==> src/pkg/frv_pkg.sv <==
// Shared constants and carrier types of the flash range verify block
package frv_pkg;
  // Register byte offsets
  localparam logic [4:0] REG_CTRL = 5'h00;
  localparam logic [4:0] REG_FIRST = 5'h04;
  localparam logic [4:0] REG_LAST = 5'h08;
  localparam logic [4:0] REG_BUF_BASE = 5'h0C;
  localparam logic [4:0] REG_PIN_CFG = 5'h10;
  localparam logic [4:0] REG_STATUS = 5'h14;
  localparam logic [4:0] REG_NEXT = 5'h18;
  // Control register fields
  localparam int CTRL_START_BIT = 0;
  localparam int CTRL_SEND_BIT = 1;
  localparam int CTRL_OPT_LSB = 8;
  localparam int CTRL_TXB_LSB = 16;
  // Pin configuration fields
  localparam int PIN_DIR_BIT = 0;
  localparam int PIN_DATA_BIT = 1;
  // Status fields
  localparam int ST_BUSY_BIT = 0;
  localparam int ST_DONE_BIT = 1;
  localparam int ST_RESULT_BIT = 2;
  localparam int ST_SETUP_ERR_BIT = 3;
  localparam int ST_PIN_BIT = 4;
  localparam int ST_CSUM_LSB = 8;
  // Option value that selects send-out
  localparam logic [7:0] OPT_SEND_OUT = 8'h00;
  // Reset values
  localparam logic [15:0] ADDR_RST = 16'h0000;
  localparam logic [7:0] BYTE_RST = 8'h00;
  // Serial timing: bit period is the operating clock divided by 256
  localparam int BAUD_DIV = 256;
  localparam logic [7:0] BAUD_LAST = 8'(BAUD_DIV - 1);
  localparam int FRAME_BITS = 10;
  localparam logic [3:0] FRAME_LAST = 4'(FRAME_BITS - 1);
  // Watchdog service: first after 24 cycles, then every period
  localparam int WDOG_FIRST_CYC = 24;
  localparam int WDOG_PERIOD_CYC = 64;
  localparam logic [7:0] WDOG_FIRST = 8'(WDOG_FIRST_CYC - 1);
  localparam logic [7:0] WDOG_PERIOD = 8'(WDOG_PERIOD_CYC - 1);
  // Buffer between flash reads and the serial sender
  localparam int FIFO_WIDTH = 8;
  localparam int FIFO_DEPTH = 32;

  typedef struct packed {
    logic rd;
    logic [15:0] addr;
  } frv_flash_req_t;

  typedef struct packed {
    logic rd;
    logic wr;
    logic [7:0] addr;
    logic [7:0] wdata;
  } frv_buf_req_t;

  typedef enum logic [3:0] {
    ST_IDLE = 4'h0,
    ST_FLASH_RD = 4'h1,
    ST_FLASH_WAIT = 4'h2,
    ST_BUF_RD = 4'h3,
    ST_BUF_WAIT = 4'h4,
    ST_BUF_WR = 4'h5,
    ST_PUSH = 4'h6,
    ST_NEXT = 4'h7,
    ST_DRAIN = 4'h8,
    ST_SINGLE = 4'h9,
    ST_SINGLE_DRAIN = 4'hA
  } frv_state_t;
endpackage

==> src/hdl/frv_top.sv <==
// Flash range verify and send-out engine with its FIFO and bus slave
`timescale 1ns/1ns

module frv_fifo #(
  parameter int WIDTH = 8,
  parameter int DEPTH = 32
) (
  input wire logic clk_sys,
  input wire logic rst,
  input wire logic [WIDTH-1:0] in_data,
  input wire logic in_valid,
  output logic in_ready,
  output logic [WIDTH-1:0] out_data,
  output logic out_valid,
  input wire logic out_ready
);
  localparam int AW = $clog2(DEPTH);
  logic [WIDTH-1:0] mem [DEPTH];
  logic [AW-1:0] wr_ptr_q;
  logic [AW-1:0] rd_ptr_q;
  logic [AW:0] count_q;
  logic push;
  logic pop;

  assign in_ready = (count_q != (AW+1)'(DEPTH));
  assign out_valid = (count_q != '0);
  assign out_data = mem[rd_ptr_q];
  assign push = in_valid && in_ready;
  assign pop = out_valid && out_ready;

  always_ff @(posedge clk_sys) begin
    if (push) begin
      mem[wr_ptr_q] <= in_data;
    end
  end

  always_ff @(posedge clk_sys or posedge rst) begin
    if (rst) begin
      wr_ptr_q <= '0;
      rd_ptr_q <= '0;
      count_q <= '0;
    end else begin
      if (push) begin
        wr_ptr_q <= AW'(wr_ptr_q + 1'b1);
      end
      if (pop) begin
        rd_ptr_q <= AW'(rd_ptr_q + 1'b1);
      end
      if (push && !pop) begin
        count_q <= (AW+1)'(count_q + 1'b1);
      end else if (pop && !push) begin
        count_q <= (AW+1)'(count_q - 1'b1);
      end
    end
  end
endmodule

// Notes on behaviour
// - Option byte zero selects send-out; any other value selects compare.
// - Read every flash byte from first to last address, ascending.
// - Compare mode checks each byte, then overwrites the buffer entry.
// - Result flag set if all bytes matched, cleared on any mismatch.
// - Send-out does no comparison; result flag then has no meaning.
// - Checksum is the low eight bits of the sum of all read bytes.
// - Next address returned is the one after the last range byte.
// - Send-out transmits each read byte on the link pin at send baud.
// - Bit period is the operating clock divided by 256.
// - NRZ frames with a low start bit and a high stop bit.
// - Pin must be input with data latch zero before sending starts.
// - Watchdog serviced during operation, first 24 cycles after start; the code does not service it during a single-byte send.
// - Interrupts stay unmasked for the whole operation.
// - Send-out neither reads nor writes the comparison buffer.
// - Range may cross rows and pages; buffer stays within zero page.
// - Single-byte send leaves range and result registers untouched.
module frv_top (
  input wire logic clk_sys,
  input wire logic rst,
  input wire logic [4:0] avs_address,
  input wire logic avs_read,
  input wire logic avs_write,
  input wire logic [31:0] avs_writedata,
  input wire logic [3:0] avs_byteenable,
  output logic [31:0] avs_readdata,
  output logic avs_waitrequest,
  output frv_pkg::frv_flash_req_t flash_req,
  input wire logic [7:0] flash_rdata,
  input wire logic flash_rvalid,
  output frv_pkg::frv_buf_req_t buf_req,
  input wire logic [7:0] buf_rdata,
  input wire logic buf_rvalid,
  input wire logic link_in,
  output logic link_out,
  output logic link_oe,
  output logic wdog_kick,
  output logic irq_masked
);
  import frv_pkg::*;

  frv_state_t state_q;
  logic wait_q;
  logic [31:0] rdata_q;
  logic [7:0] opt_q;
  logic [15:0] first_q;
  logic [15:0] last_q;
  logic [7:0] buf_base_q;
  logic pin_dir_q;
  logic pin_data_q;
  logic done_q;
  logic result_q;
  logic setup_err_q;
  logic [7:0] csum_q;
  logic [15:0] next_q;
  logic [15:0] addr_q;
  logic [7:0] idx_q;
  logic [7:0] byte_q;
  logic [7:0] txb_q;
  logic send_mode_q;
  frv_flash_req_t flash_q;
  frv_buf_req_t buf_q;
  logic [7:0] wd_cnt_q;
  logic wd_kick_q;
  logic pin_s1_q;
  logic pin_s2_q;
  logic out_q;
  logic oe_q;
  logic irqm_q;
  logic [9:0] tx_sh_q;
  logic [3:0] tx_bit_q;
  logic [7:0] tx_baud_q;
  logic tx_busy_q;
  logic acc;
  logic wr_acc;
  logic start_req;
  logic send_req;
  logic pin_ok;
  logic busy;
  logic fifo_in_valid;
  logic [7:0] fifo_in_data;
  logic fifo_in_ready;
  logic [7:0] fifo_out_data;
  logic fifo_out_valid;
  logic fifo_out_ready;

  function automatic logic [31:0] mask_be(input logic [31:0] old,
                                          input logic [31:0] wd,
                                          input logic [3:0] be);
    logic [31:0] r;
    r = old;
    for (int i = 0; i < 4; i++) begin
      if (be[i]) begin
        r[i*8 +: 8] = wd[i*8 +: 8];
      end
    end
    return r;
  endfunction

  assign acc = (avs_read || avs_write) && wait_q;
  assign wr_acc = avs_write && !wait_q;
  assign busy = (state_q != ST_IDLE);
  assign pin_ok = !pin_dir_q && !pin_data_q;
  assign start_req = wr_acc && (avs_address == REG_CTRL) && avs_byteenable[0]
                     && avs_writedata[CTRL_START_BIT];
  assign send_req = wr_acc && (avs_address == REG_CTRL) && avs_byteenable[0]
                    && avs_writedata[CTRL_SEND_BIT];

  // Bus handshake: every access answers one cycle after it appears
  always_ff @(posedge clk_sys or posedge rst) begin
    if (rst) begin
      wait_q <= 1'b1;
    end else begin
      wait_q <= !acc;
    end
  end

  always_ff @(posedge clk_sys or posedge rst) begin
    if (rst) begin
      rdata_q <= '0;
    end else if (avs_read && wait_q) begin
      unique case (avs_address)
        REG_CTRL: rdata_q <= {16'h0000, opt_q, 8'h00};
        REG_FIRST: rdata_q <= {16'h0000, first_q};
        REG_LAST: rdata_q <= {16'h0000, last_q};
        REG_BUF_BASE: rdata_q <= {24'h000000, buf_base_q};
        REG_PIN_CFG: rdata_q <= {30'h00000000, pin_data_q, pin_dir_q};
        REG_STATUS: rdata_q <= {16'h0000, csum_q, 3'h0, pin_s2_q,
                                setup_err_q, result_q, done_q, busy};
        REG_NEXT: rdata_q <= {16'h0000, next_q};
        default: rdata_q <= '0;
      endcase
    end
  end

  // Software-written configuration, frozen while the engine runs
  always_ff @(posedge clk_sys or posedge rst) begin
    if (rst) begin
      opt_q <= BYTE_RST;
      txb_q <= BYTE_RST;
      first_q <= ADDR_RST;
      last_q <= ADDR_RST;
      buf_base_q <= BYTE_RST;
      pin_dir_q <= 1'b0;
      pin_data_q <= 1'b0;
    end else if (wr_acc && !busy) begin
      unique case (avs_address)
        REG_CTRL: begin
          if (avs_byteenable[1]) begin
            opt_q <= avs_writedata[CTRL_OPT_LSB +: 8];
          end
          if (avs_byteenable[2]) begin
            txb_q <= avs_writedata[CTRL_TXB_LSB +: 8];
          end
        end
        REG_FIRST: first_q <= 16'(mask_be({16'h0000, first_q},
                                          avs_writedata, avs_byteenable));
        REG_LAST: last_q <= 16'(mask_be({16'h0000, last_q},
                                        avs_writedata, avs_byteenable));
        REG_BUF_BASE: begin
          if (avs_byteenable[0]) begin
            buf_base_q <= avs_writedata[7:0];
          end
        end
        REG_PIN_CFG: begin
          if (avs_byteenable[0]) begin
            pin_dir_q <= avs_writedata[PIN_DIR_BIT];
            pin_data_q <= avs_writedata[PIN_DATA_BIT];
          end
        end
        default: begin
        end
      endcase
    end
  end

  // Range engine
  always_ff @(posedge clk_sys or posedge rst) begin
    if (rst) begin
      state_q <= ST_IDLE;
      addr_q <= ADDR_RST;
      idx_q <= BYTE_RST;
      byte_q <= BYTE_RST;
      send_mode_q <= 1'b0;
      flash_q <= '0;
      buf_q <= '0;
      csum_q <= BYTE_RST;
      next_q <= ADDR_RST;
      result_q <= 1'b0;
      done_q <= 1'b0;
      setup_err_q <= 1'b0;
    end else begin
      flash_q.rd <= 1'b0;
      buf_q.rd <= 1'b0;
      buf_q.wr <= 1'b0;
      unique case (state_q)
        ST_IDLE: begin
          if (start_req) begin
            send_mode_q <= (avs_byteenable[1] ?
                            avs_writedata[CTRL_OPT_LSB +: 8] : opt_q)
                           == OPT_SEND_OUT;
            if (((avs_byteenable[1] ? avs_writedata[CTRL_OPT_LSB +: 8]
                  : opt_q) == OPT_SEND_OUT) && !pin_ok) begin
              setup_err_q <= 1'b1;
            end else begin
              setup_err_q <= 1'b0;
              done_q <= 1'b0;
              addr_q <= first_q;
              idx_q <= BYTE_RST;
              csum_q <= BYTE_RST;
              result_q <= 1'b1;
              state_q <= ST_FLASH_RD;
            end
          end else if (send_req) begin
            if (!pin_ok) begin
              setup_err_q <= 1'b1;
            end else begin
              setup_err_q <= 1'b0;
              byte_q <= avs_byteenable[2] ?
                        avs_writedata[CTRL_TXB_LSB +: 8] : txb_q;
              state_q <= ST_SINGLE;
            end
          end
        end
        ST_FLASH_RD: begin
          flash_q.rd <= 1'b1;
          flash_q.addr <= addr_q;
          state_q <= ST_FLASH_WAIT;
        end
        ST_FLASH_WAIT: begin
          if (flash_rvalid) begin
            byte_q <= flash_rdata;
            csum_q <= 8'(csum_q + flash_rdata);
            state_q <= send_mode_q ? ST_PUSH : ST_BUF_RD;
          end
        end
        ST_BUF_RD: begin
          buf_q.rd <= 1'b1;
          buf_q.addr <= 8'(buf_base_q + idx_q);
          state_q <= ST_BUF_WAIT;
        end
        ST_BUF_WAIT: begin
          if (buf_rvalid) begin
            if (buf_rdata != byte_q) begin
              result_q <= 1'b0;
            end
            state_q <= ST_BUF_WR;
          end
        end
        ST_BUF_WR: begin
          buf_q.wr <= 1'b1;
          buf_q.wdata <= byte_q;
          state_q <= ST_NEXT;
        end
        ST_PUSH: begin
          if (fifo_in_ready) begin
            state_q <= ST_NEXT;
          end
        end
        ST_NEXT: begin
          addr_q <= 16'(addr_q + 1'b1);
          idx_q <= 8'(idx_q + 1'b1);
          if (addr_q == last_q) begin
            next_q <= 16'(addr_q + 1'b1);
            state_q <= send_mode_q ? ST_DRAIN : ST_IDLE;
            done_q <= !send_mode_q;
            if (send_mode_q) begin
              result_q <= 1'b0;
            end
          end else begin
            state_q <= ST_FLASH_RD;
          end
        end
        ST_DRAIN: begin
          if (!fifo_out_valid && !tx_busy_q) begin
            done_q <= 1'b1;
            state_q <= ST_IDLE;
          end
        end
        ST_SINGLE: begin
          if (fifo_in_ready) begin
            state_q <= ST_SINGLE_DRAIN;
          end
        end
        ST_SINGLE_DRAIN: begin
          if (!fifo_out_valid && !tx_busy_q) begin
            state_q <= ST_IDLE;
          end
        end
        default: state_q <= ST_IDLE;
      endcase
    end
  end

  assign fifo_in_valid = (state_q == ST_PUSH) || (state_q == ST_SINGLE);
  assign fifo_in_data = byte_q;
  assign fifo_out_ready = !tx_busy_q;

  frv_fifo #(
    .WIDTH(FIFO_WIDTH),
    .DEPTH(FIFO_DEPTH)
  ) u_fifo (
    .clk_sys(clk_sys),
    .rst(rst),
    .in_data(fifo_in_data),
    .in_valid(fifo_in_valid),
    .in_ready(fifo_in_ready),
    .out_data(fifo_out_data),
    .out_valid(fifo_out_valid),
    .out_ready(fifo_out_ready)
  );

  // Serial sender: start, eight data bits LSB first, stop
  always_ff @(posedge clk_sys or posedge rst) begin
    if (rst) begin
      tx_busy_q <= 1'b0;
      tx_sh_q <= '1;
      tx_bit_q <= '0;
      tx_baud_q <= '0;
    end else if (!tx_busy_q) begin
      if (fifo_out_valid) begin
        tx_busy_q <= 1'b1;
        tx_sh_q <= {1'b1, fifo_out_data, 1'b0};
        tx_bit_q <= '0;
        tx_baud_q <= '0;
      end
    end else if (tx_baud_q == BAUD_LAST) begin
      tx_baud_q <= '0;
      tx_sh_q <= {1'b1, tx_sh_q[9:1]};
      if (tx_bit_q == FRAME_LAST) begin
        tx_busy_q <= 1'b0;
      end else begin
        tx_bit_q <= 4'(tx_bit_q + 1'b1);
      end
    end else begin
      tx_baud_q <= 8'(tx_baud_q + 1'b1);
    end
  end

  // Open-drain drive: pull low for a zero bit, release for a one
  always_ff @(posedge clk_sys or posedge rst) begin
    if (rst) begin
      out_q <= 1'b0;
      oe_q <= 1'b0;
    end else begin
      out_q <= pin_dir_q ? pin_data_q : 1'b0;
      oe_q <= pin_dir_q || (tx_busy_q && !tx_sh_q[0]);
    end
  end

  always_ff @(posedge clk_sys or posedge rst) begin
    if (rst) begin
      pin_s1_q <= 1'b1;
      pin_s2_q <= 1'b1;
    end else begin
      pin_s1_q <= link_in;
      pin_s2_q <= pin_s1_q;
    end
  end

  // Watchdog service while a range operation runs
  always_ff @(posedge clk_sys or posedge rst) begin
    if (rst) begin
      wd_cnt_q <= WDOG_FIRST;
      wd_kick_q <= 1'b0;
    end else if (!busy || state_q == ST_SINGLE
                 || state_q == ST_SINGLE_DRAIN) begin
      wd_cnt_q <= WDOG_FIRST;
      wd_kick_q <= 1'b0;
    end else if (wd_cnt_q == 8'h00) begin
      wd_cnt_q <= WDOG_PERIOD;
      wd_kick_q <= 1'b1;
    end else begin
      wd_cnt_q <= 8'(wd_cnt_q - 1'b1);
      wd_kick_q <= 1'b0;
    end
  end

  always_ff @(posedge clk_sys or posedge rst) begin
    if (rst) begin
      irqm_q <= 1'b0;
    end else begin
      irqm_q <= 1'b0;
    end
  end

  assign avs_readdata = rdata_q;
  assign avs_waitrequest = wait_q;
  assign flash_req = flash_q;
  assign buf_req = buf_q;
  assign link_out = out_q;
  assign link_oe = oe_q;
  assign wdog_kick = wd_kick_q;
  assign irq_masked = irqm_q;
endmodule

==> config.mk <==
export PLATFORM = sky130hd
export DESIGN_NAME = frv_top
export DESIGN_NICKNAME = d
export VERILOG_FILES = /design/src/pkg/frv_pkg.sv /design/src/hdl/frv_top.sv
export SDC_FILE = /design/constraint.sdc
export NUM_CORES = 1
export LEC_CHECK = 0
export BUFFER_PORTS_ARGS = -buffer_cell sky130_fd_sc_hd__clkbuf_2
export CAP_MARGIN = 10
export CORE_ASPECT_RATIO = 1.75
export CORE_MARGIN = 2
export CORE_UTILIZATION = 45
export CTS_BUF_LIST = sky130_fd_sc_hd__clkbuf_4 sky130_fd_sc_hd__clkbuf_8 sky130_fd_sc_hd__clkbuf_16
export DETAILED_ROUTE_END_ITERATION = 8
export SLEW_MARGIN = 10
export SYNTH_ARGS = -nofsm -noshare
export SYNTH_HDL_FRONTEND = slang
export SYNTH_SLANG_ARGS = --single-unit
==> constraint.sdc <==
create_clock -name clk_sys -period 12.6 [get_ports clk_sys]
set_clock_uncertainty 0.1 [all_clocks]
set_input_delay 0.63 -clock clk_sys [delete_from_list [all_inputs] [get_ports clk_sys]]
set_output_delay 0.63 -clock clk_sys [all_outputs]
set_load 0.02 [all_outputs]
# Word-level counts from Yosys, hierarchy flattened
# Memory sizes are Yosys's and may differ from the RTL's.
# Index checks and enable logic that the tools add are counted.
# op_classes
n_addsub,11
reduce_logical,65
eq_ne,40
muxes,71
# ops
cell,count
$mux 8,14
$pmux 16 s7,1
$mux 4,15
$pmux 8 s2,3
$pmux 4 s10,1
$mux 16,2
$pmux 16 s2,1
$mux 10,3
$mux 1,25
$ne 2x2->1 const B,12
$reduce_and 3->1,8
$mux 17,1
$add 16x1->16 const B,1
$add 8x1->8 const B,2
$add 8x8->8,2
$eq 16x16->1,1
$eq 4x3->1 const B,4
$eq 4x4->1 const B,4
$logic_and 1x1->1,16
$logic_not 8->1,2
$eq 5x5->1 const B,3
$logic_not 1->1,12
$mux 6,2
$add 5x1->5 const B,2
28 further kinds,50
# word_totals
mem_bits_rw,256
regBits,242
inputBits,64
mem_count,1
# memory_table
name,words,word_bits,rd,rd_ports_with_merged_regs,write_ports,line_no,source
u_fifo.mem,32,8,1,0,1,frv_top.sv:18,logic [WIDTH-1:0] mem [DEPTH];

# Depth between registers and ports, before layout
# Gate-level depths: netlist of the first run.
# logic_depth
depth_word,8
mapped_depth,13
depth_no_buf,12

# By module
# From an unflattened synthesis of the first run, not the netlist that was laid out.
# hier_totals
cells_unflattened,1586
hier_area_um2,21765.9
# by_module_without_submodules
mod,n_inst,cells_per_inst,area_per_inst_um2
frv_fifo,1,564,10950.5
frv_top,1,1022,10815.4

# Least setup slack after synthesis of the first run
# OpenSTA, ideal clock, no wires.
# synth_path
path_type,register to register
from,register state_q[1]
to,register u_fifo.count_q[5]
synth_period_minus_slack_ns,3.049
arrival_time_ns,2.823
path_stages_with_launch,14
path_buffers,1
setup_slack_ns,9.551
cell_sequence,dfrtp_1 clkbuf_1 nor4bb_1 nor2_1 a31oi_2 ha_1 inv_1 ha_1 a21o_1 a21oi_1 nor2_1 nand3_1 nand4_1 xor2_1
# synth_via
elab_chain_cells,6
# synth_lines
item,line_no,source
"start, declared",frv_top.sv:99,frv_state_t state_q;
"start signal, assigned",frv_top.sv:291,state_q <= send_mode_q ? ST_PUSH : ST_BUF_RD;
"start signal, assigned",frv_top.sv:322,state_q <= send_mode_q ? ST_DRAIN : ST_IDLE;
$eq 4x3->1 or $eq 4x4->1 (tied branches),frv_top.sv:352,assign fifo_in_valid = (state_q == ST_PUSH) || (state_q == ST_SINGLE);
$logic_or 1x1->1 *,frv_top.sv:352,
$logic_and 1x1->1 *,frv_top.sv:28,assign push = in_valid && in_ready;
net u_fifo.push,frv_top.sv:22,logic push;
$logic_not 1->1,frv_top.sv:51,end else if (pop && !push) begin
$logic_and 1x1->1,frv_top.sv:51,
$reduce_bool 2->1 (no line),n/a,
"end signal, assigned",frv_top.sv:50,count_q <= (AW+1)'(count_q + 1'b1);
"end signal, assigned",frv_top.sv:52,count_q <= (AW+1)'(count_q - 1'b1);
"end, declared",frv_top.sv:21,logic [AW:0] count_q;
# The timed path passes the listed nets; every way through them passes the cells marked *.
# A chain may end at the register's enable or synchronous reset.

# Worst setup path in the final report of the first run
# layout_path
from,register state_q[3]
to,register u_fifo.count_q[5]
# Same word-level chain as after synthesis.

==> results of run 1 <==
power groups by stage:
stage               clock network [µW]  registers [µW]  logic [µW]
finish                            1390            2250        1360
global route                      1480            2290        1500
CTS                               1420            2250        1390
detailed placement                   0            2280        1380
global placement                     0            2270        1350
floorplan                            0            2220         971
layer usage:
layer  vias to the layer above  global-route usage [%]  part of all wire, %  wire [µm]
met4                         0                    8.77                  4.3       2260
met3                       104                    3.29                  4.4       2320
met1                      6458                    23.5                   35      18500
li1                       5884                       -                    -          -
met5                         -                       0                    0          0
met2                       338                    42.8                   57      30100
cells in the mapped netlist (7+ instances only):
cell type,count
a22oi_1,29
mux2i_1,14
nor2b_1,12
dfrtp_1,209
nand2_1,120
buf_2,21
nor3_1,8
ha_1,31
o21ai_0,88
mux2_2,84
nand4_1,18
dfstp_2,16
nand3_1,36
edfxtp_1,256
mux4_2,73
a222oi_1,11
a21o_1,14
xor2_1,36
and2_1,8
a21oi_1,63
nand2b_1,13
clkbuf_1,49
nor4_1,8
and3_1,8
inv_1,22
nor2_1,116
buf_4,21
xnor2_1,38
o22ai_1,7
logic make-up (layout without fill, tap and decap cells):
kind of cell               after synthesis  in the layout
and+or+nand+nor                        386            386
muxes                                  171            171
adders and majority gates               34             34
xor gates and xnor gates                74             74
other                                    1             19
DFF                                    481            481
AOI/OAI and AO/OA                      264            264
buffers and inverters                  116            228
area by class of cell:
| cell class | count | area [µm²] | area share, % |
|---|---|---|---|
| antenna | 2 | 5.00 | 0.0210 |
| timing repair buffer | 128 | 688 | 2.89 |
| clock inverter | 25 | 300 | 1.26 |
| multi-input combinational | 946 | 7470 | 31.4 |
| sequential | 481 | 13300 | 56.0 |
| tap | 588 | 736 | 3.09 |
| inverter | 22 | 90.1 | 0.378 |
| clock buffer | 53 | 1190 | 4.99 |
registers in the layout, indices dropped and copies added, names as in the netlist, 4 cells and up:
register,count
buf_base_q,8
next_q,16
opt_q,8
csum_q,8
tx_bit_q,4
tx_sh_q,9
buf_req,18
last_q,16
flash_req,17
tx_baud_q,8
byte_q,8
idx_q,8
u_fifo.count_q,6
first_q,16
addr_q,16
state_q,4
u_fifo.rd_ptr_q,5
avs_readdata,16
u_fifo.mem,256
wd_cnt_q,8
txb_q,8
u_fifo.wr_ptr_q,5
final timing paths:
kind	start	end	slack (ns)	cells past startpoint
setup / recovery	state_q[3]$_DFFE_PP0P_	u_fifo.count_q[5]$_DFFE_PP0P_	8.89	12
max in group asynchronous	rst	opt_q[5]$_DFFE_PP0P_	10.88	3
hold reg to reg	pin_s1_q$_DFF_PP1_	pin_s2_q$_DFF_PP1_	0.26	0
hold / removal	link_in	pin_s1_q$_DFF_PP1_	0.06	1
min in group asynchronous	rst	buf_req[5]$_DFFE_PP0P_	0.09	2
setup reg to reg	state_q[3]$_DFFE_PP0P_	u_fifo.count_q[5]$_DFFE_PP0P_	8.89	12
worst reg2reg max path, cell delays in order (launching register included):
cell and delay [ns]:
dfrtp_1 0.68, nor4bb_1 0.59, nor2_1 0.14, a31oi_2 0.39, ha_1 0.34, inv_1 0.16
ha_1 0.32, a21o_1 0.17, a21oi_1 0.27, nor2_1 0.07, nand3_1 0.09, nand4_1 0.11
xor2_1 0.16
metrics by stage:
| stage | setup WS [ns] | power, µW | std cells |
|---|---|---|---|
| 5_1_grt | 8.50 | 5270 | 2243 |
| 6_report | 8.89 | 5000 | 2245 |
| 3_3_place_gp | 8.94 | 3620 | 2165 |
| 2_1_floorplan | 5.73 | 3190 | 1543 |
| 3_5_place_dp | 8.90 | 3670 | 2165 |
| 4_1_cts | 8.88 | 5070 | 2243 |
==> key figures, run 1 <==
Global route
  – First-pass GRT wire length: 81,600 µm
  – Overall track demand over capacity in global routing: between 20 and 25%
  – Vias in the first global route: 13,258
  – Largest net degree at the start of global routing: 99
  – GRT overflow: 0
  – Initial antenna violation count: 2

Final layout
  – Synth-to-layout area growth: 11.9%
  – Final core utilization: just over 50%
  – Fin area: 23,800 µm²
  – Layout cell share with drive strength beyond 1: between 20% and 30%
  – Fill count: 3,948
  – Most frequent cells in the layout: edfxtp_1 (256), dfrtp_1 (206), nand2_1 (120)
  – Final #Nets: 1,720
  – Most common cell after layout, fill and taps aside: edfxtp_1

Power and ir drop
  – P_leak: roughly 0.0093 µW
  – Internal power: ~3400 µW
  – Clk pwr share: between 20 and 30%
  – Comb pwr share: 27.1%
  – Maximum vdd ir drop: 0.166 mV
  – Power density over the cells: 210 nW/µm²
  – Sw Share: approximately a third
  – Sw Pwr: 1630 µW
  – Reg power frac: about 45%

CTS
  – Hold_buf cts: 0
  – # clock sinks: approximately 480
  – Clock Latency Late Sink: 0.55 ns
  – # H-tree levels: 2
  – Maximum clock insertion buffer count: 3
  – CTS root buf: clkbuf_16
  – CTS tree: built
  – CTS resizes: 0
  – Clk pin slew, worst setup/hold paths: roughly 0.060 ns
  – Cts bufs inserted: 43
  – Post-CTS Setup Repair Bufs: 0

STA
  – Slew Viols, Final: 0
  – Fin Setup TNS: 0 ns
  – Slew headroom: 22.1%
  – Hold WS: 0.0567 ns
  – Tmin final: roughly 3.7 ns
  – RSZ-0062 raised after global routing: no
  – Fmax: 0.269 GHz
  – Worst Tran Pin Value: 1.17 ns
  – Final Hold Fails: 0
  – Final Cycle Share: 29.5%
  – Final setup vio count: 0

Route
  – Routed WL: 53,100 µm
  – First DRT Iteration DRCs: 810
  – Vias: 12,784
  – Wire length per cell: 23.7 µm
  – Avg Vias per Cell: about 5.7
  – DR DRC count: 0
  – Post-route ant nets: 0
  – Pre-antenna DRT Iters: 5

Place
  – Post-DP HPWL: 37,800 µm
  – Placer congestion estimate: 0.885
  – # port buffers: 109
  – Dpl cell area: roughly 22,000 µm²

Yosys
  – Mux share of post-synthesis cell area: 12.8%
  – Ys Warns: 0
  – Seq cells post-synth: 481
  – Post-Synth Adder-Cell Area: 2.10%
  – Area fraction in compound gates after synthesis: 7.98%
  – Post-synthesis simple-gate area fraction: 8.85%
  – Fraction of registers with async set or reset after synthesis: 46.8%
  – Post-Syn Instances: 1,527
  – Synth area leader: edfxtp_1
  – Synth cell types: 77
  – Mapped cell area: between 20,000 and 25,000 µm²
  – Synth Flop Type: edfxtp_1
  – Largest family of logic cells by synthesized area: multiplexers
  – Post-synth EDFFs: 256
  – XOR/XNOR Fraction of Synth Area: a little over 3%
  – Synth top area cells: edfxtp_1 (36%), dfrtp_1 (25%), mux4_2 (7.7%)
  – Yosys top cell area share: 36.1%
  – Avg Inst Size Synth: between 10 and 15 µm²
  – Sequential area share after synthesis: between 60% and 70%

Setup path
  – Critical Path Fanout Max: 19
  – CP Cell Sequence: nor4bb_1, nor2_1, a31oi_2, ha_1, inv_1, ha_1, a21o_1, a21oi_1, nor2_1, nand3_1, nand4_1, xor2_1
  – Critical path class: flip-flop to flip-flop
  – Slowest stage delay, CP: 0.68 ns
  – Setup crit start kind: flip-flop
  – Crit path max-delay cell type: dfrtp_1
  – Crit end category: flip-flop
  – Worst Path Buf+Inv: 1
  – Critical Path AT: 4.05 ns
  – Critical Path RT: 12.93 ns
  – CP delay by family, top: simple AND/OR/NAND/NOR gates

Floorplanning
  – Die height: a little under 300 µm
  – Full die area: about 49,000 µm²
  – Initial core utilization: 45.5%
  – Core ar.: roughly 47,000 µm²
  – Top Ports: 136
  – Row Count: between 100 and 150
  – Die X: 168 µm

Run status
  – Outcome: complete, no violations

Flow run
  – Maxcap violations: 0

Worst hold path
  – Type of the worst min-delay path: primary input to flip-flop
Note: power is estimated with default switching activity, not from simulation.
==> run 2, diff against run 1 <==
ABC_AREA = 1   (was unset)
clock period = 3.32 ns   (was 12.6 ns; I/O delays follow)
==> key figures, run 2 <==
Final layout
  – Synth-to-layout area growth: 14.8%
  – Layout cell share with drive strength beyond 1: 12.6% (-12 points)
  – Final #Nets: 2,596 (+51%)
  – Most frequent cells in the layout: nand2_1 (619), nor2_1 (294), edfxtp_1 (256)
  – FF/Latch Area: 13,300 µm² (about the same)
  – Fill count: 4,520 (+14%)
  – Multi-input gate area: 7720 µm² (+3.3%)
  – Max reg flops: 256 (unchanged)
  – Diode count: 0 (-2)
  – Most common cell after layout, fill and taps aside: nand2_1
  – Top reg by flops: u_fifo.mem

Yosys
  – Post-synth EDFFs: 256 (unchanged)
  – Most common cell in the netlist: nand2_1
  – Seq cells post-synth: 481 (unchanged)
  – Synth top area cells: edfxtp_1 (35%), dfrtp_1 (24%), nand2_1 (10%)
  – Ys Warns: 0 (unchanged)
  – Mapped cell area: 22,200 µm² (+4.2%)
  – Sequential area share after synthesis: 60.1% (-2.5 points)
  – Synth area leader: edfxtp_1
  – Synth cell types: 48 (-38%)
  – Fraction of registers with async set or reset after synthesis: 46.8% (unchanged)
  – Post-synth top cells: nand2_1 (619), nor2_1 (294), edfxtp_1 (256)
  – Post-Syn Instances: 2,347 (+54%)
  – Yosys top cell area share: 34.6% (-1.5 points)
  – Synth Flop Type: edfxtp_1
  – Avg Inst Size Synth: 9.45 µm² (-32%)

Route
  – Wire length per cell: 18.5 µm (-22%)
  – Vias: 16,581 (+30%)
  – DR DRC count: 0 (unchanged)
  – Routed WL: 58,900 µm (+11%)
  – Avg Vias per Cell: 5.20 (-8.7%)
  – Pre-antenna DRT Iters: 5 (unchanged)
  – First DRT Iteration DRCs: 1,043 (+29%)
  – Post-route ant nets: 0 (unchanged)

STA
  – Worst Tran Pin Value: 0.812 ns (-0.356 ns)
  – Final Cycle Share: 85.6% (+56 points)
  – Fmax: 0.352 GHz (+31%)
  – RSZ-0062 raised after global routing: no
  – Setup ws final: 0.478 ns (-8.41 ns)
  – Fin Setup TNS: 0 ns (unchanged)
  – Tmin final: 2.84 ns (-0.871 ns)
  – Slew Viols, Final: 0 (unchanged)
  – Final setup vio count: 0 (unchanged)
  – Slew headroom: 45.8% (+24 points)
  – Final Hold Fails: 0 (unchanged)

CTS
  – Maximum clock insertion buffer count: 3 (unchanged)
  – # H-tree levels: 2 (unchanged)
  – Clock Latency Late Sink: 0.58 ns (+0.03 ns)
  – Cts bufs inserted: 45 (+4.7%)
  – CTS root buf: clkbuf_16
  – # clock sinks: 481 (unchanged)
  – CTS tree: built
  – Clk pin slew, worst setup/hold paths: 0.07 ns (about the same)
  – Post-CTS Setup Repair Bufs: 0 (unchanged)

Global route
  – Initial antenna violation count: 0 (-2)
  – GRT overflow: 0 (unchanged)
  – Largest net degree at the start of global routing: 125 (+26%)
  – Vias in the first global route: 16,785 (+27%)
  – Overall track demand over capacity in global routing: 23.3% (+1.3 points)
  – First-pass GRT wire length: 91,600 µm (+12%)

Setup path
  – Slowest stage delay, CP: 0.43 ns (-0.25 ns)
  – Crit end category: flip-flop
  – CP Launch Point: u_fifo.count_q[0]$_DFFE_PP0P_
  – Critical Path RT: 3.69 ns (-9.24 ns)
  – Critical Path Fanout Max: 8 (-11)
  – Critical path class: flip-flop to flip-flop
  – Crit path max-delay cell type: dfrtp_1
  – Critical Path AT: 3.21 ns (-0.84 ns)
  – CP Cell Sequence: nor2_1, nand2_1, nor3_1, inv_1, nand2_1, inv_2, ha_1, inv_1, ha_1, a21oi_1, nand2_1, nand2_1, nand2_1, a21oi_1, xor2_1, nand2_1, o21ai_0
  – Setup crit start kind: flip-flop
  – R2R Path Start: u_fifo.count_q[0]$_DFFE_PP0P_
  – CP most frequent cell: nand2_1

Place
  – Placer congestion estimate: 0.896 (+1.2%)
  – # port buffers: 109 (unchanged)
  – Post-DP HPWL: 41,600 µm (+10%)
  – Place WS: 0.474 ns (-8.42 ns)

Floorplanning
  – Initial core utilization: 45.5% (about the same)
  – Top Ports: 136 (unchanged)
  – Core ar.: 48,700 µm² (+4.2%)
  – Die height: 298 µm (+2.1%)
  – Die X: 172 µm (+2.0%)
  – Row Count: 107 (+1.9%)
  – Full die area: 51,200 µm² (+4.1%)

Worst hold path
  – Worst hold path startpoint: avs_byteenable[1]
  – Type of the worst min-delay path: primary input to flip-flop

Flow run
  – Maxcap violations: 0 (unchanged)

Power and ir drop
  – P_leak: 0.0109 µW (+18%)
  – Maximum vdd ir drop: 0.522 mV (+210%)
  – Power density over the cells: 769 nW/µm² (+270%)

Run status
  – Outcome: complete, no violations
-- run 2: cell count changes after synthesis, moves of 30 or more --
cell | previous run | this run
nand2_1 | 120 | 619
nor2_1 | 116 | 294
o21ai_0 | 88 | 246
inv_1 | 22 | 157
nand3_1 | 36 | 126
mux2_2 | 84 | 0
mux4_2 | 73 | 0
o211ai_1 | 4 | 35
xnor2_1 | 38 | 8
-- run 2: where the power goes --
part	switching, µW	total [µW]	internal, µW
clock	2330	5670	3340
sequential	670	8180	7510
combinational	3950	5720	1770
total	6960	19600	12600
-- run 2: stage by stage --
step | hold slack, ns | cells | power (µW) | area, µm² | utilization [%]
after global routing | 0.0857 | 3189 | 20700 | 25500 | 52.3
after global placement | 0.0478 | 3066 | 13900 | 23400 | 48.1
final | 0.0335 | 3189 | 19600 | 25500 | 52.3
after CTS | 0.000247 | 3189 | 19800 | 25500 | 52.3
after detailed placement | 0.0525 | 3066 | 14000 | 23400 | 48.1
after floorplan | 0.0705 | 2363 | 12100 | 22300 | -
-- run 2: final cells by class --
class	count	share of cell area [%]
Timing Repair Buffer	188	5.10
Clock inverter	25	1.25
Multi-Input combinational cell	1608	30.3
Clock buffer	59	5.14
Inverter	174	2.58
Sequential cell	481	52.4
Tap cell	654	3.21
-- run 2: worst max-delay path: cells and delay by family, from the launching register on --
kind                     cells  cell delay [ns]
XOR/XNOR                     1             0.16
AO/OA/AOI/OAI                3             0.36
buffers and inverters        3             0.34
adder cells (fa/ha/maj)      2             0.52
flip-flops                   1             0.43
AND/OR/NAND/NOR              8             0.83
-- run 2: worst paths after layout --
check	slack (ns)	endpoint	depth (start not counted)
worst max-delay path	0.48	u_fifo.count_q[5]$_DFFE_PP0P_	17
worst min register to register	0.26	pin_s2_q$_DFF_PP1_	0
worst max register to register	0.48	u_fifo.count_q[5]$_DFFE_PP0P_	17
max in group asynchronous	1.46	u_fifo.rd_ptr_q[0]$_DFFE_PP0P_	5
worst min-delay path	0.03	opt_q[1]$_DFFE_PP0P_	4
min in group asynchronous	0.58	next_q[10]$_DFFE_PP0P_	4
-- run 2: logic make-up (layout without fill, tap and decap cells) --
logic type               count (synthesis)  in the layout  share of synthesized area, %
AND/OR/NAND/NOR                       1107           1107                          20.5
adder cells (fa/ha/maj)                 34             34                          2.02
multiplexers                             8              8                         0.361
XOR/XNOR                                44             44                          1.74
other                                    1             17                        0.0169
flip-flops                             481            481                          60.1
buffers and inverters                  274            446                          5.36
AO/OA/AOI/OAI                          398            398                          9.86
-- run 2: layer usage --
metal	share of wire, %	GRT usage, %
met1	36	24.7
met2	55	44.5
met3	3.6	2.40
met4	5.5	12.1
met5	0	0
-- run 2: what timing repair did --
item	in CTS	in global routing
resized for setup	0	0
hold endpoints to repair	267	0
hold buffers	39	0
==> run 3, diff against run 2 <==
CTS_BUF_LIST = sky130_fd_sc_hd__clkbuf_2   (was sky130_fd_sc_hd__clkbuf_4 sky130_fd_sc_hd__clkbuf_8 sky130_fd_sc_hd__clkbuf_16)
==> key figures, run 3 (synthesis results as in run 2) <==
Setup path
  – Crit end category: flip-flop
  – CP most frequent cell: dlygate4sd3_1
  – Critical path class: primary input to flip-flop
  – Setup crit start kind: primary input
  – Critical Path RT: 4.16 ns (+0.47 ns)
  – Crit path max-delay cell type: dlygate4sd3_1
  – Critical Path AT: 3.99 ns (+0.78 ns)
  – CP delay by family, top: buffers and inverters
  – Worst Path Buf+Inv: 7 (+4)
  – Slowest stage delay, CP: 0.61 ns (+0.18 ns)
  – CP Cell Sequence: dlygate4sd3_1, clkbuf_2, dlygate4sd3_1, nand2_1, dlygate4sd3_1, o21ai_0, dlygate4sd3_1, nand2_1, dlygate4sd3_1, o21ai_0, dlygate4sd3_1
  – Critical Path Fanout Max: 2 (-6)

CTS
  – # H-tree levels: 3 (+1)
  – Clk pin slew, worst setup/hold paths: 0.13 ns (+0.06 ns)
  – Maximum clock insertion buffer count: 3 (unchanged)
  – Clock Latency Late Sink: 1.04 ns (+0.46 ns)
  – CTS root buf: clkbuf_2
  – # clock sinks: 481 (unchanged)
  – Cts bufs inserted: 108 (+140%)
  – CTS tree: built

STA
  – RSZ-0062 raised after global routing: no
  – Setup ws final: 0.175 ns (-0.303 ns)
  – Final setup vio count: 0 (unchanged)
  – Final Hold Fails: 0 (unchanged)
  – Final Cycle Share: 94.7% (+9.1 points)
  – Slew Viols, Final: 0 (unchanged)
  – Worst Tran Pin Value: 0.819 ns (+0.00730 ns)
  – Slew headroom: 45.3% (-0.49 points)
  – Fin Setup TNS: 0 ns (unchanged)
  – Tmin final: 3.15 ns (+0.303 ns)
  – Fmax: 0.318 GHz (-9.6%)

Floorplanning
  – Top Ports: 136 (unchanged)
  – Core ar.: 48,700 µm² (unchanged)
  – Row Count: 107 (unchanged)
  – Die X: 172 µm (unchanged)
  – Die height: 298 µm (unchanged)
  – Initial core utilization: 45.5% (unchanged)
  – Full die area: 51,200 µm² (unchanged)

Power and ir drop
  – Sw Pwr: 7060 µW (+1.4%)
  – Internal power: 11,000 µW (-13%)
  – P_leak: 0.0113 µW (+3.5%)
  – Comb pwr share: 32.8% (+3.6 points)
  – Sw Share: 39.0% (+3.5 points)
  – Clk pwr share: 22.0% (-7.0 points)
  – Reg power frac: 45.2% (+3.4 points)
  – Power density over the cells: 700 nW/µm² (-9.0%)
  – Maximum vdd ir drop: 0.377 mV (-28%)

Route
  – Wire length per cell: 18.0 µm (-2.8%)
  – Vias: 17,590 (+6.1%)
  – DR DRC count: 0 (unchanged)
  – Post-route ant nets: 0 (unchanged)
  – Avg Vias per Cell: 5.18 (-0.41%)
  – Pre-antenna DRT Iters: 6 (+1)
  – Routed WL: 61,000 µm (+3.6%)
  – First DRT Iteration DRCs: 1,009 (-3.3%)

Final layout
  – Max reg flops: 256 (unchanged)
  – Layout Cells excl Fill: 3,397 (+6.5%)
  – Synth-to-layout area growth: 16.5%
  – Top reg by flops: u_fifo.mem
  – Most common cell after layout, fill and taps aside: nand2_1
  – Layout cell share with drive strength beyond 1: 15.0% (+2.4 points)
  – Most frequent cells in the layout: nand2_1 (619), nor2_1 (293), clkbuf_2 (265)
  – Final #Nets: 2,751 (+6.0%)
  – Final core utilization: 53.0% (+0.77 points)

Global route
  – GRT overflow: 0 (unchanged)
  – Vias in the first global route: 17,993 (+7.2%)
  – First-pass GRT wire length: 95,600 µm (+4.4%)
  – Largest net degree at the start of global routing: 125 (unchanged)
  – Overall track demand over capacity in global routing: 24.4% (+1.0 points)
  – Initial antenna violation count: 1 (+1)

Place
  – Place WS: 0.474 ns (unchanged)
  – Placed instance count: 3,066 (unchanged)
  – # port buffers: 109 (unchanged)
  – Placer congestion estimate: 0.896 (unchanged)
  – Post-DP HPWL: 41,600 µm (unchanged)

Flow run
  – Maxcap violations: 0 (unchanged)

Run status
  – Outcome: complete, no violations

Worst hold path
  – Type of the worst min-delay path: primary input to flip-flop
## run 3: worst register-to-register path, delay by kind of cell (launching register included)
kind                   cells  cell delay, ns
flip-flops                 1            0.41
AND/OR/NAND/NOR            4            0.61
AO/OA/AOI/OAI              1            0.18
buffers and inverters      3            1.81
## run 3: path summary, 6_finish.rpt
check,start,end,slack (ns),cells past startpoint
hold / removal,avs_write,send_mode_q$_DFFE_PP0P_,0.11,8
hold reg to reg,pin_s1_q$_DFF_PP1_,pin_s2_q$_DFF_PP1_,0.29,0
min in group asynchronous,rst,next_q[10]$_DFFE_PP0P_,0.61,5
max in group asynchronous,rst,csum_q[2]$_DFFE_PP0P_,1.44,6
setup / recovery,avs_writedata[23],txb_q[7]$_DFFE_PP0P_,0.17,11
setup reg to reg,avs_waitrequest$_DFF_PP1_,csum_q[4]$_DFFE_PP0P_,0.18,8
## run 3: layout make-up
cell class | count | area (µm²)
inverter | 174 | 657
fill | 4608 | 22900
multi-input combinational | 1608 | 7720
antenna | 1 | 2.50
timing repair buffer | 280 | 2230
clock buffer | 156 | 781
tap | 654 | 818
clock inverter | 43 | 290
sequential | 481 | 13300
## run 3: per-layer routing
metal | part of all wire [%] | vias to the layer above | global-route usage (%)
met5 | 0 | - | 0
met4 | 6.1 | 0 | 14.8
met3 | 4.3 | 193 | 3.67
met2 | 54 | 563 | 45.8
met1 | 35 | 8368 | 24.7
li1 | - | 8466 | -
## run 3: power groups by stage
stage,Clock [µW],Combinational [µW],Sequential [µW]
floorplan,0,3600,8450
global placement,0,5610,8270
detailed placement,0,5720,8300
CTS,4110,5980,8170
global route,4400,6670,8270
finish,3980,5920,8180
## run 3: metrics by stage
step,power (µW),area (µm²),hold WS [ns]
final,18100,25800,0.112
after global routing,19300,25800,0.0620
after CTS,18300,25800,0.00782
after detailed placement,14000,23400,0.0525
after global placement,13900,23400,0.0478
after floorplan,12100,22300,0.0705
## run 3: repair_timing
action / CTS / global route
setup endpoints to repair: 0 / 4
endpoints found under the hold margin: 347 / 30
buffers inserted: 0 / 0
hold buffers: 131 / 1
gates resized for setup: 0 / 3
